--- config.mk ---
export PLATFORM = sky130hd
export DESIGN_NAME = cwe_window_regs
export DESIGN_NICKNAME = d
export VERILOG_FILES = /design/src/rtl/cwe_pkg.sv /design/src/rtl/cwe_byte_store.sv /design/src/rtl/cwe_window_regs.sv
export VERILOG_INCLUDE_DIRS = /design/src /design/src/rtl
export SDC_FILE = /design/constraint.sdc
export NUM_CORES = 1
export LEC_CHECK = 0
export BUFFER_PORTS_ARGS = -buffer_cell sky130_fd_sc_hd__buf_2
export CAP_MARGIN = 30
export CORE_AREA = 2 2 91 84
export CTS_CLUSTER_SIZE = 10
export DETAILED_ROUTE_END_ITERATION = 8
export DIE_AREA = 0 0 93 86
export HOLD_SLACK_MARGIN = 0.02
export PLACE_DENSITY = 0.64
export RECOVER_POWER = 50
export SYNTH_ARGS = -nofsm -noshare
export SYNTH_HDL_FRONTEND = slang
export SYNTH_SLANG_ARGS = --single-unit
--- constraint.sdc ---
create_clock -name clk_i -period 1.6 [get_ports clk_i]
set_input_delay 0 -clock clk_i [delete_from_list [all_inputs] [get_ports clk_i]]
set_output_delay 0 -clock clk_i [all_outputs]
set_load 0.005 [all_outputs]
--- src/rtl/cwe_params.svh ---
// Constants for the card window enable and I/O control register bank.
// Assumes inclusion by bare name from the rtl folder.
`ifndef CWE_PARAMS_SVH
`define CWE_PARAMS_SVH

`define CWE_SOCK_BASE        12'h800
`define CWE_OFF_WIN_ENABLES  12'h806
`define CWE_OFF_IO_TIMING    12'h807
`define CWE_OFF_IO0_START_LO 12'h808
`define CWE_OFF_IO1_START_LO 12'h80C
`define CWE_IDX_CARD_B       8'h40
`define CWE_IDX_MASK         8'h3F
`define CWE_RST_BYTE         8'h00
`define CWE_EN_WRITABLE      8'hDF
`define CWE_BIT_IO1_OPEN     7
`define CWE_BIT_IO0_OPEN     6
`define CWE_BIT_RSVD         5
`define CWE_BIT_MEM_TOP      4
`define CWE_BIT_W1_WAIT      7
`define CWE_BIT_W1_SHORT     6
`define CWE_BIT_W1_AUTO      5
`define CWE_BIT_W1_WIDTH     4
`define CWE_BIT_W0_WAIT      3
`define CWE_BIT_W0_SHORT     2
`define CWE_BIT_W0_AUTO      1
`define CWE_BIT_W0_WIDTH     0

`endif

--- src/rtl/cwe_pkg.sv ---
// Types shared by the card window register bank.
// Assumes nothing of its surroundings.
package cwe_pkg;
  typedef logic [7:0]  cwe_byte_t;
  typedef logic [11:0] cwe_addr_t;
  typedef enum logic [1:0] {
    CWE_WIDTH_8  = 2'h0,
    CWE_WIDTH_16 = 2'h1
  } cwe_width_t;
endpackage : cwe_pkg

--- src/rtl/cwe_byte_store.sv ---
// Small byte memory holding the I/O window start-address low bytes.
// Assumes one write and one registered read per cycle, same clock.
`timescale 1ns/1ns
module cwe_byte_store #(
  parameter int DEPTH = 2
) (
  // Clock and reset
  input  wire logic                     clk_i,
  input  wire logic                     reset_n_i,
  // Write port
  input  wire logic                     wr_en_i,
  input  wire logic [$clog2(DEPTH)-1:0] wr_sel_i,
  input  wire cwe_pkg::cwe_byte_t       wr_data_i,
  // Read port
  input  wire logic [$clog2(DEPTH)-1:0] rd_sel_i,
  output cwe_pkg::cwe_byte_t            rd_data_o
);
  import cwe_pkg::*;
`include "cwe_params.svh"

  cwe_byte_t mem_q [DEPTH];

  genvar g;
  generate
    for (g = 0; g < DEPTH; g++) begin : g_ent
      always_ff @(posedge clk_i) begin
        if (!reset_n_i) begin
          mem_q[g] <= `CWE_RST_BYTE;
        end else if (wr_en_i && wr_sel_i == g) begin
          mem_q[g] <= wr_data_i;
        end
      end
    end
  endgenerate

  always_ff @(posedge clk_i) begin
    if (!reset_n_i) begin
      rd_data_o <= `CWE_RST_BYTE;
    end else begin
      rd_data_o <= mem_q[rd_sel_i];
    end
  end
endmodule : cwe_byte_store

--- src/rtl/cwe_window_regs.sv ---
// Per-socket window enable, I/O timing/sizing and start-low registers.
// Assumes a single-cycle byte register port on the PCI clock, reached
// either by socket offset or by card index, and a card wide-I/O pin.
//
// Contract
// - A window whose enable bit is 0 is never claimed, whatever its addresses.
// - The window enable register reads 00h after reset.
// - Enable bit 7 opens I/O window 1 and bit 6 opens I/O window 0.
// - Enable bit 5 reads 0 and ignores writes.
// - Enable bits 4 to 0 open memory windows 4 to 0.
// - The extra-wait bit lengthens only 16-bit cycles of its I/O window.
// - The short-cycle bit shortens only 8-bit cycles of its I/O window.
// - With auto width set, width follows the card wide-I/O select pin.
// - Without auto width, the width bit picks 8 (0) or 16 (1) bits.
// - Each register answers at its socket offset and at its card index.
`timescale 1ns/1ns
module cwe_window_regs (
  // Clock and reset
  input  wire logic               clk_i,
  input  wire logic               reset_n_i,
  // Register port
  input  wire logic               reg_rd_i,
  input  wire logic               reg_wr_i,
  input  wire logic               reg_by_index_i,
  input  wire logic               card_b_i,
  input  wire cwe_pkg::cwe_addr_t reg_addr_i,
  input  wire cwe_pkg::cwe_byte_t reg_wdata_i,
  output cwe_pkg::cwe_byte_t      reg_rdata_o,
  output logic                    reg_ack_o,
  // Window hits from the address comparators
  input  wire logic [4:0]         mem_hit_i,
  input  wire logic [1:0]         io_hit_i,
  input  wire logic [1:0]         io_req_win_i,
  // Card pin
  input  wire logic               card_wide_io_select_i,
  // Window controls toward the cycle sequencer
  output logic [4:0]              mem_claim_o,
  output logic [1:0]              io_claim_o,
  output logic                    io_win1_open_o,
  output logic                    io_win0_open_o,
  output logic [1:0]              io_wide_o,
  output logic [1:0]              io_extra_wait_o,
  output logic [1:0]              io_short_cycle_o
);
  import cwe_pkg::*;
`include "cwe_params.svh"

  cwe_byte_t  enables_q;
  cwe_byte_t  timing_q;
  cwe_byte_t  start_rd;
  cwe_addr_t  off;
  logic       hit_en;
  logic       hit_tim;
  logic       hit_s0;
  logic       hit_s1;
  logic       rd_start_q;
  logic       rd_other_q;
  cwe_byte_t  rd_other_d;
  cwe_byte_t  rd_other_q_data;
  logic       wide_sync1_q;
  logic       wide_sync2_q;
  logic [1:0] auto_w;
  logic [1:0] fixed_w;
  logic [1:0] wide_now;

  // Both address forms fold onto the socket offset; the card B index is
  // the card A index plus 40h, so the select bit is dropped here.
  always_comb begin
    if (reg_by_index_i) begin
      off = `CWE_SOCK_BASE | {4'h0, reg_addr_i[7:0] & `CWE_IDX_MASK};
    end else begin
      off = reg_addr_i;
    end
  end

  // A card-B index with bit 6 (40h) clear or a card-A index with bit 6 set misses.
  logic idx_ok;
  assign idx_ok = !reg_by_index_i
                  || ((reg_addr_i[7:0] & `CWE_IDX_CARD_B) != 8'h00) == card_b_i;
  assign hit_en  = idx_ok && (off == `CWE_OFF_WIN_ENABLES);
  assign hit_tim = idx_ok && (off == `CWE_OFF_IO_TIMING);
  assign hit_s0  = idx_ok && (off == `CWE_OFF_IO0_START_LO);
  assign hit_s1  = idx_ok && (off == `CWE_OFF_IO1_START_LO);

  always_ff @(posedge clk_i) begin
    if (!reset_n_i) begin
      enables_q <= `CWE_RST_BYTE;
    end else if (reg_wr_i && hit_en) begin
      // Reserved bit 5 stays zero.
      enables_q <= reg_wdata_i & `CWE_EN_WRITABLE;
    end
  end

  always_ff @(posedge clk_i) begin
    if (!reset_n_i) begin
      timing_q <= `CWE_RST_BYTE;
    end else if (reg_wr_i && hit_tim) begin
      timing_q <= reg_wdata_i;
    end
  end

  // Start-address low bytes.
  cwe_byte_store #(
    .DEPTH (2)
  ) u_start (
    .clk_i     (clk_i),
    .reset_n_i (reset_n_i),
    .wr_en_i   (reg_wr_i && (hit_s0 || hit_s1)),
    .wr_sel_i  (hit_s1),
    .wr_data_i (reg_wdata_i),
    .rd_sel_i  (hit_s1),
    .rd_data_o (start_rd)
  );

  always_comb begin
    if (hit_en) begin
      rd_other_d = enables_q;
    end else if (hit_tim) begin
      rd_other_d = timing_q;
    end else begin
      rd_other_d = 8'h00;
    end
  end

  // Staged read data lags the request by one cycle to match the memory's
  // registered read port; the registered mux after it picks the source a cycle later.
  always_ff @(posedge clk_i) begin
    if (!reset_n_i) begin
      rd_start_q      <= 1'b0;
      rd_other_q      <= 1'b0;
      rd_other_q_data <= `CWE_RST_BYTE;
    end else begin
      rd_start_q      <= reg_rd_i && (hit_s0 || hit_s1);
      rd_other_q      <= reg_rd_i;
      rd_other_q_data <= rd_other_d;
    end
  end

  always_ff @(posedge clk_i) begin
    if (!reset_n_i) begin
      reg_rdata_o <= `CWE_RST_BYTE;
      reg_ack_o   <= 1'b0;
    end else begin
      reg_ack_o   <= rd_other_q;
      reg_rdata_o <= rd_start_q ? start_rd : rd_other_q_data;
    end
  end

  // The card pin is asynchronous to the PCI clock.
  always_ff @(posedge clk_i) begin
    if (!reset_n_i) begin
      wide_sync1_q <= 1'b0;
      wide_sync2_q <= 1'b0;
    end else begin
      wide_sync1_q <= card_wide_io_select_i;
      wide_sync2_q <= wide_sync1_q;
    end
  end

  assign auto_w  = {timing_q[`CWE_BIT_W1_AUTO], timing_q[`CWE_BIT_W0_AUTO]};
  assign fixed_w = {timing_q[`CWE_BIT_W1_WIDTH],
                    timing_q[`CWE_BIT_W0_WIDTH]};

  genvar w;
  generate
    for (w = 0; w < 2; w++) begin : g_io
      // Auto width wins; the fixed width bit is then ignored.
      assign wide_now[w] = auto_w[w] ? wide_sync2_q
                                     : fixed_w[w];
    end
  endgenerate

  always_ff @(posedge clk_i) begin
    if (!reset_n_i) begin
      mem_claim_o      <= 5'h00;
      io_claim_o       <= 2'h0;
      io_win1_open_o   <= 1'b0;
      io_win0_open_o   <= 1'b0;
      io_wide_o        <= 2'h0;
      io_extra_wait_o  <= 2'h0;
      io_short_cycle_o <= 2'h0;
    end else begin
      // Hits into closed windows are dropped here.
      mem_claim_o    <= mem_hit_i & enables_q[`CWE_BIT_MEM_TOP:0];
      io_claim_o     <= io_hit_i & {enables_q[`CWE_BIT_IO1_OPEN],
                                    enables_q[`CWE_BIT_IO0_OPEN]};
      io_win1_open_o <= enables_q[`CWE_BIT_IO1_OPEN];
      io_win0_open_o <= enables_q[`CWE_BIT_IO0_OPEN];
      io_wide_o      <= wide_now;
      // Timing bits only reach the sequencer for matching widths.
      io_extra_wait_o  <= wide_now & {timing_q[`CWE_BIT_W1_WAIT],
                                      timing_q[`CWE_BIT_W0_WAIT]}
                          & io_req_win_i;
      io_short_cycle_o <= ~wide_now & {timing_q[`CWE_BIT_W1_SHORT],
                                       timing_q[`CWE_BIT_W0_SHORT]}
                          & io_req_win_i;
    end
  end
endmodule : cwe_window_regs

-- After elaboration in Yosys (flattened, before gate mapping)
Memories as Yosys holds them, arrays and structs flattened. A register that Yosys moved wholly into a read port is not among the register bits.
Index checks and enable logic that the tools add are counted.
- eq/ne operators: 5
- bitwise logic cells: 12
- mux-type cells: 15
- reductions and logical operators: 15
- operator list (operator ; number):
    12-bit == test (second input constant) ; 4
    8-bit two-way mux ; 5
    12-bit two-way mux ; 1
    2-bit bitwise AND ; 5
    1-bit logical AND ; 10
    1-bit two-way mux ; 9
    5-bit bitwise AND ; 1
    1-bit NOT ; 3
    3-bit OR reduction ; 1
    1-bit zero test ; 2
    1-bit logical OR ; 2
    2-bit NOT ; 1
    1-bit bitwise OR ; 2
    1-bit == test ; 1
- memories kept: 1
- bits in registers: 51
- word-level logic and storage cells: 65
- memory bits (writable): 16
- output and inout port bits: 24
- memories (memory ; words ; bits a word ; read ports ; clocked after Yosys merged registers in ; write ports ; line ; text):
    u_start.mem_q ; 2 ; 8 ; 1 ; 1 ; 2 ; cwe_byte_store.sv:21 ; cwe_byte_t mem_q [DEPTH];

-- Depth between registers and ports, before layout
Gate-level depths: netlist (run 1).
- depth in word-level cells: 10
- mapped depth: 5
- depth with buffers taken out: 4

-- Cells and area by module
From an unflattened synthesis (run 1), not the netlist that was laid out.
- cell total of the unflattened synthesis: 242
- area total of the unflattened synthesis: 2783.9 um^2
- by module, submodules not included (module ; instances ; cells each ; seq. area each (um^2) ; area an instance (um^2)):
    cwe_window_regs ; 1 ; 168 ; 1021.0 ; 1854.3
    cwe_byte_store ; 1 ; 74 ; 640.6 ; 929.6

-- Worst setup path after synthesis (run 1)
No wires, ideal clock.
- path kind: input -> register
- start point: in reg_by_index_i
- end point: mem u_start.mem_q[0][0] (netlist bit) (enable)
- library setup time: 329 ps
- arrival time: 1236 ps
- stages: 4
- setup slack: 35 ps
- data required time: 1271 ps
- path buffers: 0
- cell sequence: nor4_2 > a22oi_2 > or3_2 > nand2_1
- RTL lines (item ; line ; text):
    from (decl) ; cwe_window_regs.sv:24 ; input wire logic reg_by_index_i,
    to (decl) ; cwe_byte_store.sv:21 ;

==> metrics, run 1 <==
die area=between 7000 and 8000 sq um; die width=between 90 and 100 microns; CP endpoint kind=flip-flop; RePlAce Congestion=0.794; Initial DRC Count=87; post-synth top area share=42.9%; Post-Synth XOR/XNOR Area=less than 1%; clk sinks=75; Routed WL per cell=about 13 microns; final hold slack=about 0.034 ns; TritonRoute pass-1 iters=4; synthesized net count=roughly 280; CTS tree=yes; main combinational cell family by area after synthesis=simple AND/OR/NAND/NOR gates; cts repair resizes=0; Worst Setup SP=reg_by_index_i; commonest non-fill, non-tap cells in the layout=dfxtp_1, buf_2, nand2_1, mux2i_1, nor2_1; worst reg2reg path depth=2; Post-CTS Setup Bufs=0; DR vias=a little under 2000; vias in the first global route=1928; first-pass GRT wire length=9.23 mm; Layout Skew=between 0.003 and 0.004 ns; CP required=roughly 1.6 ns; clock-pin transition on the worst setup and hold timing paths=around 0.070 ns; Clk Latency, worst-skew pair=about 0.34 ns; Max Slew Vio Count=0; Post-synth EDFFs=16; r2r setup slk=around 0.57 ns; Port Buffers=59; Hold Crit Class=primary input to flip-flop; post-synthesis sequential area ratio=60.3%; Peak supply drop=~0.48 mV; RSZ-0062 raised after global routing=no; Final Hold Viols=0; final net count=375; Synth Area in Simple Gates=20.5%; Total Wirelength=roughly 5.5 mm; largest net degree at the start of global routing=58; Core Util, Final=51.7%; commonest non-fill, non-tap cell in the layout=dfxtp_1; DPL Wire Length=3.94 mm; Crit path arrival time=1.45 ns; initial antenna violation count=0; total grt overflow=0; Rows=29; Least-Margin Pin Slew=~0.54 ns; HP Start=reg_wdata_i[7]; Synth Register Bits=75; Residual DRC=0; Compound-Gate Fraction of Synth Area=under 10%; maximum clock frequency=694 MHz; Area contributors post-synth=dfxtp_1, edfxtp_1, mux2i_1; Top FF cell, synth=dfxtp_1; Mean Syn Cell Area=between 10 and 15 sq um; Root Buffer=clkbuf_8; initial core utilization=between 30% and 40%; Synth Warn #=0; outcome=finished, final reports clean; Post-synth ARST share=0%; Post-Syn Area=approximately 2800 sq um; Core ar.=6970 sq um; CTS buffer count=9; area grow syn2layout=30.8%; cts hold-fix bufs=20; htree depth=3; fill cell count=680; layout cells sized above 1=25.9%; maximum clock path buffer count=2; Final Setup Violations=0; period utilization=90.1%; area leader, netlist=dfxtp_1; Leakage Power=around 1.5 nW; post-synthesis instance total=246; DRT antenna net count=0; Post-Synth Adder-Cell Area=0%; cell area power density=slightly below 1000 nW/um^2; vias per std cell=between 4 and 5; chip height=86 microns; post-synthesis mux area share=about 15%; CP startpoint kind=primary input; Worst R2R Start=rd_start_q; Worst Path Class, Setup=primary input to flip-flop; All-Layer GR Usage=14.9%; worst-path fanout max=8; Distinct cells, synth=29; maxcap violations=0; # diodes=0; Period minus WS final=1.44 ns; Top Ports=60; Worst setup endpoint=u_start.mem_q[0][3]; Reg-to-Reg End=reg_rdata_o[0]; Slew HR=between 60% and 70%
metrics by stage:
step | std cells | TNS (ns) | power, mW | setup slack [ns] | instance area (sq um)
global route | 437 | 0 | 3.61 | 0.0965 | 3600
finish | 437 | 0 | 3.47 | 0.158 | 3600
CTS | 437 | 0 | 3.51 | 0.206 | 3620
global placement | 401 | -0.886 | 2.20 | -0.0793 | 3250
floorplan | 246 | 0 | 2.11 | 0.0354 | 2750
detailed placement | 401 | -1.73 | 2.20 | -0.154 | 3250
registers in the layout, summed over array words and instances (netlist names):
| signal | count |
|---|---|
| io_claim_o | 2 |
| u_start.rd_data_o | 8 |
| io_short_cycle_o | 2 |
| wide_sync2_q | 1 |
| reg_ack_o | 1 |
| enables_q | 7 |
| mem_claim_o | 5 |
| rd_start_q | 1 |
| io_win1_open_o | 1 |
| wide_sync1_q | 1 |
| reg_rdata_o | 8 |
| io_extra_wait_o | 2 |
| io_wide_o | 2 |
| rd_other_q | 1 |
| timing_q | 8 |
| io_win0_open_o | 1 |
| rd_other_q_data | 8 |
| u_start.mem_q | 16 |
synthesized netlist by cell type, types with 2 or more instances:
master	instances
clkbuf_1	4
nand2_1	45
edfxtp_1	16
mux2i_1	40
and4_1	2
and2_1	17
nor2_1	26
buf_6	3
nand3_1	3
dfxtp_1	59
inv_1	3
nor4_1	2
buf_2	2
or3_2	2
and3_1	8
power breakdown:
part,internal [mW],switching (mW),total (mW)
Clock,0.645,0.634,1.28
Combinational,0.111,0.107,0.218
Sequential,1.96,0.0105,1.98
Total,2.72,0.751,3.47
final cells by class:
cell class	count	area [sq um]	share of cell area, %
flip-flops and latches	75	1660	46.1
multi-input cells	157	1010	28.1
repair buffers	93	629	17.5
clock buffers	14	163	4.52
well taps	93	116	3.23
inverters	3	11.3	0.313
clock inverters	2	10.0	0.278
worst min-delay path by stage:
stage	endpoint	slack, ns	cells after the start
floorplan	wide_sync1_q	0.13	1
global placement	wide_sync1_q	0.21	2
detailed placement	wide_sync1_q	0.21	2
CTS	timing_q[7]	0.03	3
global route	timing_q[7]	0.04	3
finish	enables_q[7]	0.03	3
worst max-delay path: stages:
cell and delay (ns):
clkbuf_1 0.10, nor4_2 0.39, a22oi_2 0.16, or3_2 0.51, nand2_1 0.29
layer usage:
layer  track usage, %  vias to the layer above  part of all wire [%]
met3             3.95                       11                   4.0
met5                0                        -                     0
li1                 -                     1023                     -
met4             6.15                        0                   1.9
met2             22.8                       47                    46
met1             20.0                      906                    48
cell families after synthesis:
family / after synthesis
flops: 75
simple gates: 113
mux: 40
compound gates: 3
buf+inv: 14
xor+xnor: 1
Power figures use the tool's default switching activity.
==> run 2, diff against run 1 <==
--- a/config.mk
+++ b/config.mk
@@ -6,7 +6,7 @@
 export SDC_FILE = /design/constraint.sdc
 export NUM_CORES = 1
 export LEC_CHECK = 0
-export BUFFER_PORTS_ARGS = -buffer_cell sky130_fd_sc_hd__buf_2
+export BUFFER_PORTS_ARGS = -buffer_cell sky130_fd_sc_hd__buf_4
 export CAP_MARGIN = 30
 export CORE_AREA = 2 2 91 84
 export CTS_CLUSTER_SIZE = 10
==> run 2 against run 1 <==
  * Via count is 1.5% lower
  * Largest cell class unchanged
  * Total power is 4.2% higher
  * Highest routed layer unchanged
  * Cell count is 0.69% higher
  * Global-route usage is 0.47 points higher
  * Flip-flop and latch count stayed put
  * Worst setup slack better by 0.091 ns
  * Routed wire length hardly changed
  * Count of clock-buffer cells in the layout stayed put
  * Sequential share of layout area is 2.3 points lower
  * Utilization is 2.7 points higher
  * First-iteration DRC count is 24% lower
  * Clock skew is 0.0030 ns higher
==> metrics, run 2 (synthesized netlist as in run 1, its figures left out) <==
area grow syn2layout=37.6% (was 30.8%); vias per std cell=4.45 (was 4.55); DRT antenna net count=0 (unchanged); period utilization=84.4% (was 90.1%); htree depth=3 (unchanged); commonest non-fill, non-tap cells in the layout=dfxtp_1, nand2_1, buf_4, mux2i_1 (was dfxtp_1, buf_2, nand2_1, mux2i_1, nor2_1); cell area power density=954 nW/um^2 (was 964 nW/um^2); Routed WL per cell=12.6 microns (was 12.7 microns); Core Util, Final=54.4% (was 51.7%); Peak supply drop=0.618 mV (was 0.480 mV); Max Slew Vio Count=0 (unchanged); met1 wire length=2.64 mm (was 2.66 mm); CTS tree=yes (unchanged); CTS buffer count=9 (unchanged); Top Ports=60 (unchanged); worst-path fanout max=8 (unchanged); commonest non-fill, non-tap cell in the layout=dfxtp_1 (unchanged); Least-Margin Pin Slew=0.551 ns (was 0.542 ns); maximum clock frequency=740 MHz (was 694 MHz); Residual DRC=0 (unchanged); Final Setup Violations=0 (unchanged); routed wl met2=2.62 mm (was 2.56 mm); All-Layer GR Usage=15.4% (was 14.9%); TritonRoute pass-1 iters=4 (unchanged); Initial DRC Count=66 (was 87); CP required=1.62 ns (was 1.61 ns); Root Buffer=clkbuf_8 (unchanged); layout cells sized above 1=26.8% (was 25.9%); fill cell count=624 (was 680); Placed Instances=402 (was 401); DR vias=1957 (was 1987); WL met3=252 microns (was 223 microns); cts repair resizes=0 (unchanged); final net count=378 (was 375); RePlAce Congestion=0.822 (was 0.794); chip height=86 microns (unchanged); die width=93 microns (unchanged); Clk Latency, worst-skew pair=0.34 ns (about the same); # diodes=0 (unchanged); Port Buffers=59 (unchanged); Slew HR=63.3% (was 63.8%); final non-filler cell area=3790 sq um (was 3600 sq um); vias in the first global route=1944 (was 1928); maximum clock path buffer count=2 (unchanged); DPL Wire Length=3.93 mm (was 3.94 mm); RSZ-0062 raised after global routing=no (unchanged); CP endpoint kind=flip-flop (unchanged); Worst Path Class, Setup=primary input to flip-flop (unchanged); die area=8000 sq um (unchanged); Leakage Power=1.53 nW (was 1.49 nW); largest net degree at the start of global routing=34 (was 58); clk sinks=75 (unchanged); first-pass GRT wire length=9.47 mm (was 9.23 mm); Total Wirelength=5.55 mm (about the same); initial antenna violation count=0 (unchanged); uppermost layer routed=met4 (unchanged); register with the most flip-flops=u_start.mem_q (unchanged); final non-filler cell total=440 (was 437); Layout Skew=0.00688 ns (was 0.00386 ns); initial core utilization=39.5% (unchanged); Hold Crit Class=primary input to flip-flop (unchanged); Final Hold Viols=0 (unchanged); total grt overflow=0 (unchanged); Rows=29 (unchanged); Post-Route Setup TNS=0 ns (unchanged); Core ar.=6970 sq um (unchanged); cell area after placement=3390 sq um (was 3250 sq um); outcome=finished, final reports clean (unchanged); CP startpoint kind=primary input (unchanged); Crit path arrival time=1.37 ns (was 1.45 ns); clock-pin transition on the worst setup and hold timing paths=0.07 ns (about the same); maxcap violations=0 (unchanged); Period minus WS final=1.35 ns (was 1.44 ns); Pwr Total=3.62 mW (was 3.47 mW); number of flip-flops under the largest register name=16 (unchanged)
==> run 2: cell count changes in the layout (fill, tap and decap cells not counted), moves of 2 or more <==
cell           delta
clkinv_2          -2
clkbuf_4         +26
buf_4            +33
buf_2            -55
clkbuf_1          -3
dlygate4sd3_1     +2
==> run 2: worst max-delay path: stages <==
cell and delay, ns:
clkbuf_1 0.09, nor4_2 0.34, a22oi_2 0.15, or3_2 0.51, nand2_1 0.27
==> run 2: path summary, 6_finish.rpt <==
check | from | to | depth (start not counted) | slack [ns]
max | reg_by_index_i | u_start.mem_q[0][5] | 5 | 0.25
min | reset_n_i | io_win0_open_o | 3 | 0.07
max reg2reg | rd_start_q | reg_rdata_o[6] | 2 | 0.59
min reg2reg | rd_other_q | reg_ack_o | 1 | 0.44
==> run 2: layer usage <==
layer | track usage [%] | vias up
met5 | 0 | -
met4 | 4.81 | 0
met3 | 5.80 | 4
met2 | 23.6 | 39
met1 | 20.1 | 894
li1 | - | 1020
==> run 2: layout make-up <==
| type | count | area, sq um | share of cell area [%] |
|---|---|---|---|
| Sequential cell | 75 | 1660 | 43.8 |
| Multi-Input combinational cell | 157 | 1010 | 26.7 |
| Timing Repair Buffer | 96 | 790 | 20.8 |
| Clock buffer | 14 | 184 | 4.85 |
| Tap cell | 93 | 116 | 3.07 |
| Clock inverter | 2 | 16.3 | 0.429 |
| Inverter | 3 | 11.3 | 0.297 |
==> run 2: power breakdown <==
part	switching (mW)	internal, mW	leakage, nW
combinational	0.109	0.134	0.797
sequential	0.00973	1.96	0.630
clock	0.653	0.747	0.0980
total	0.771	2.85	1.53
==> run 2: through the flow <==
| stage | worst slack [ns] | hold slack, ns |
|---|---|---|
| CTS | 0.250 | 0.0443 |
| finish | 0.249 | 0.0653 |
| global placement | -0.0860 | 0.210 |
| detailed placement | -0.123 | 0.231 |
| global route | 0.175 | 0.0512 |
| floorplan | 0.0354 | 0.127 |
==> run 2: repair_timing <==
action / 4_1_cts / 5_1_grt
buffers inserted: 0 / 0
hold buffers: 22 / 0
endpoints found under the hold margin: 40 / 0
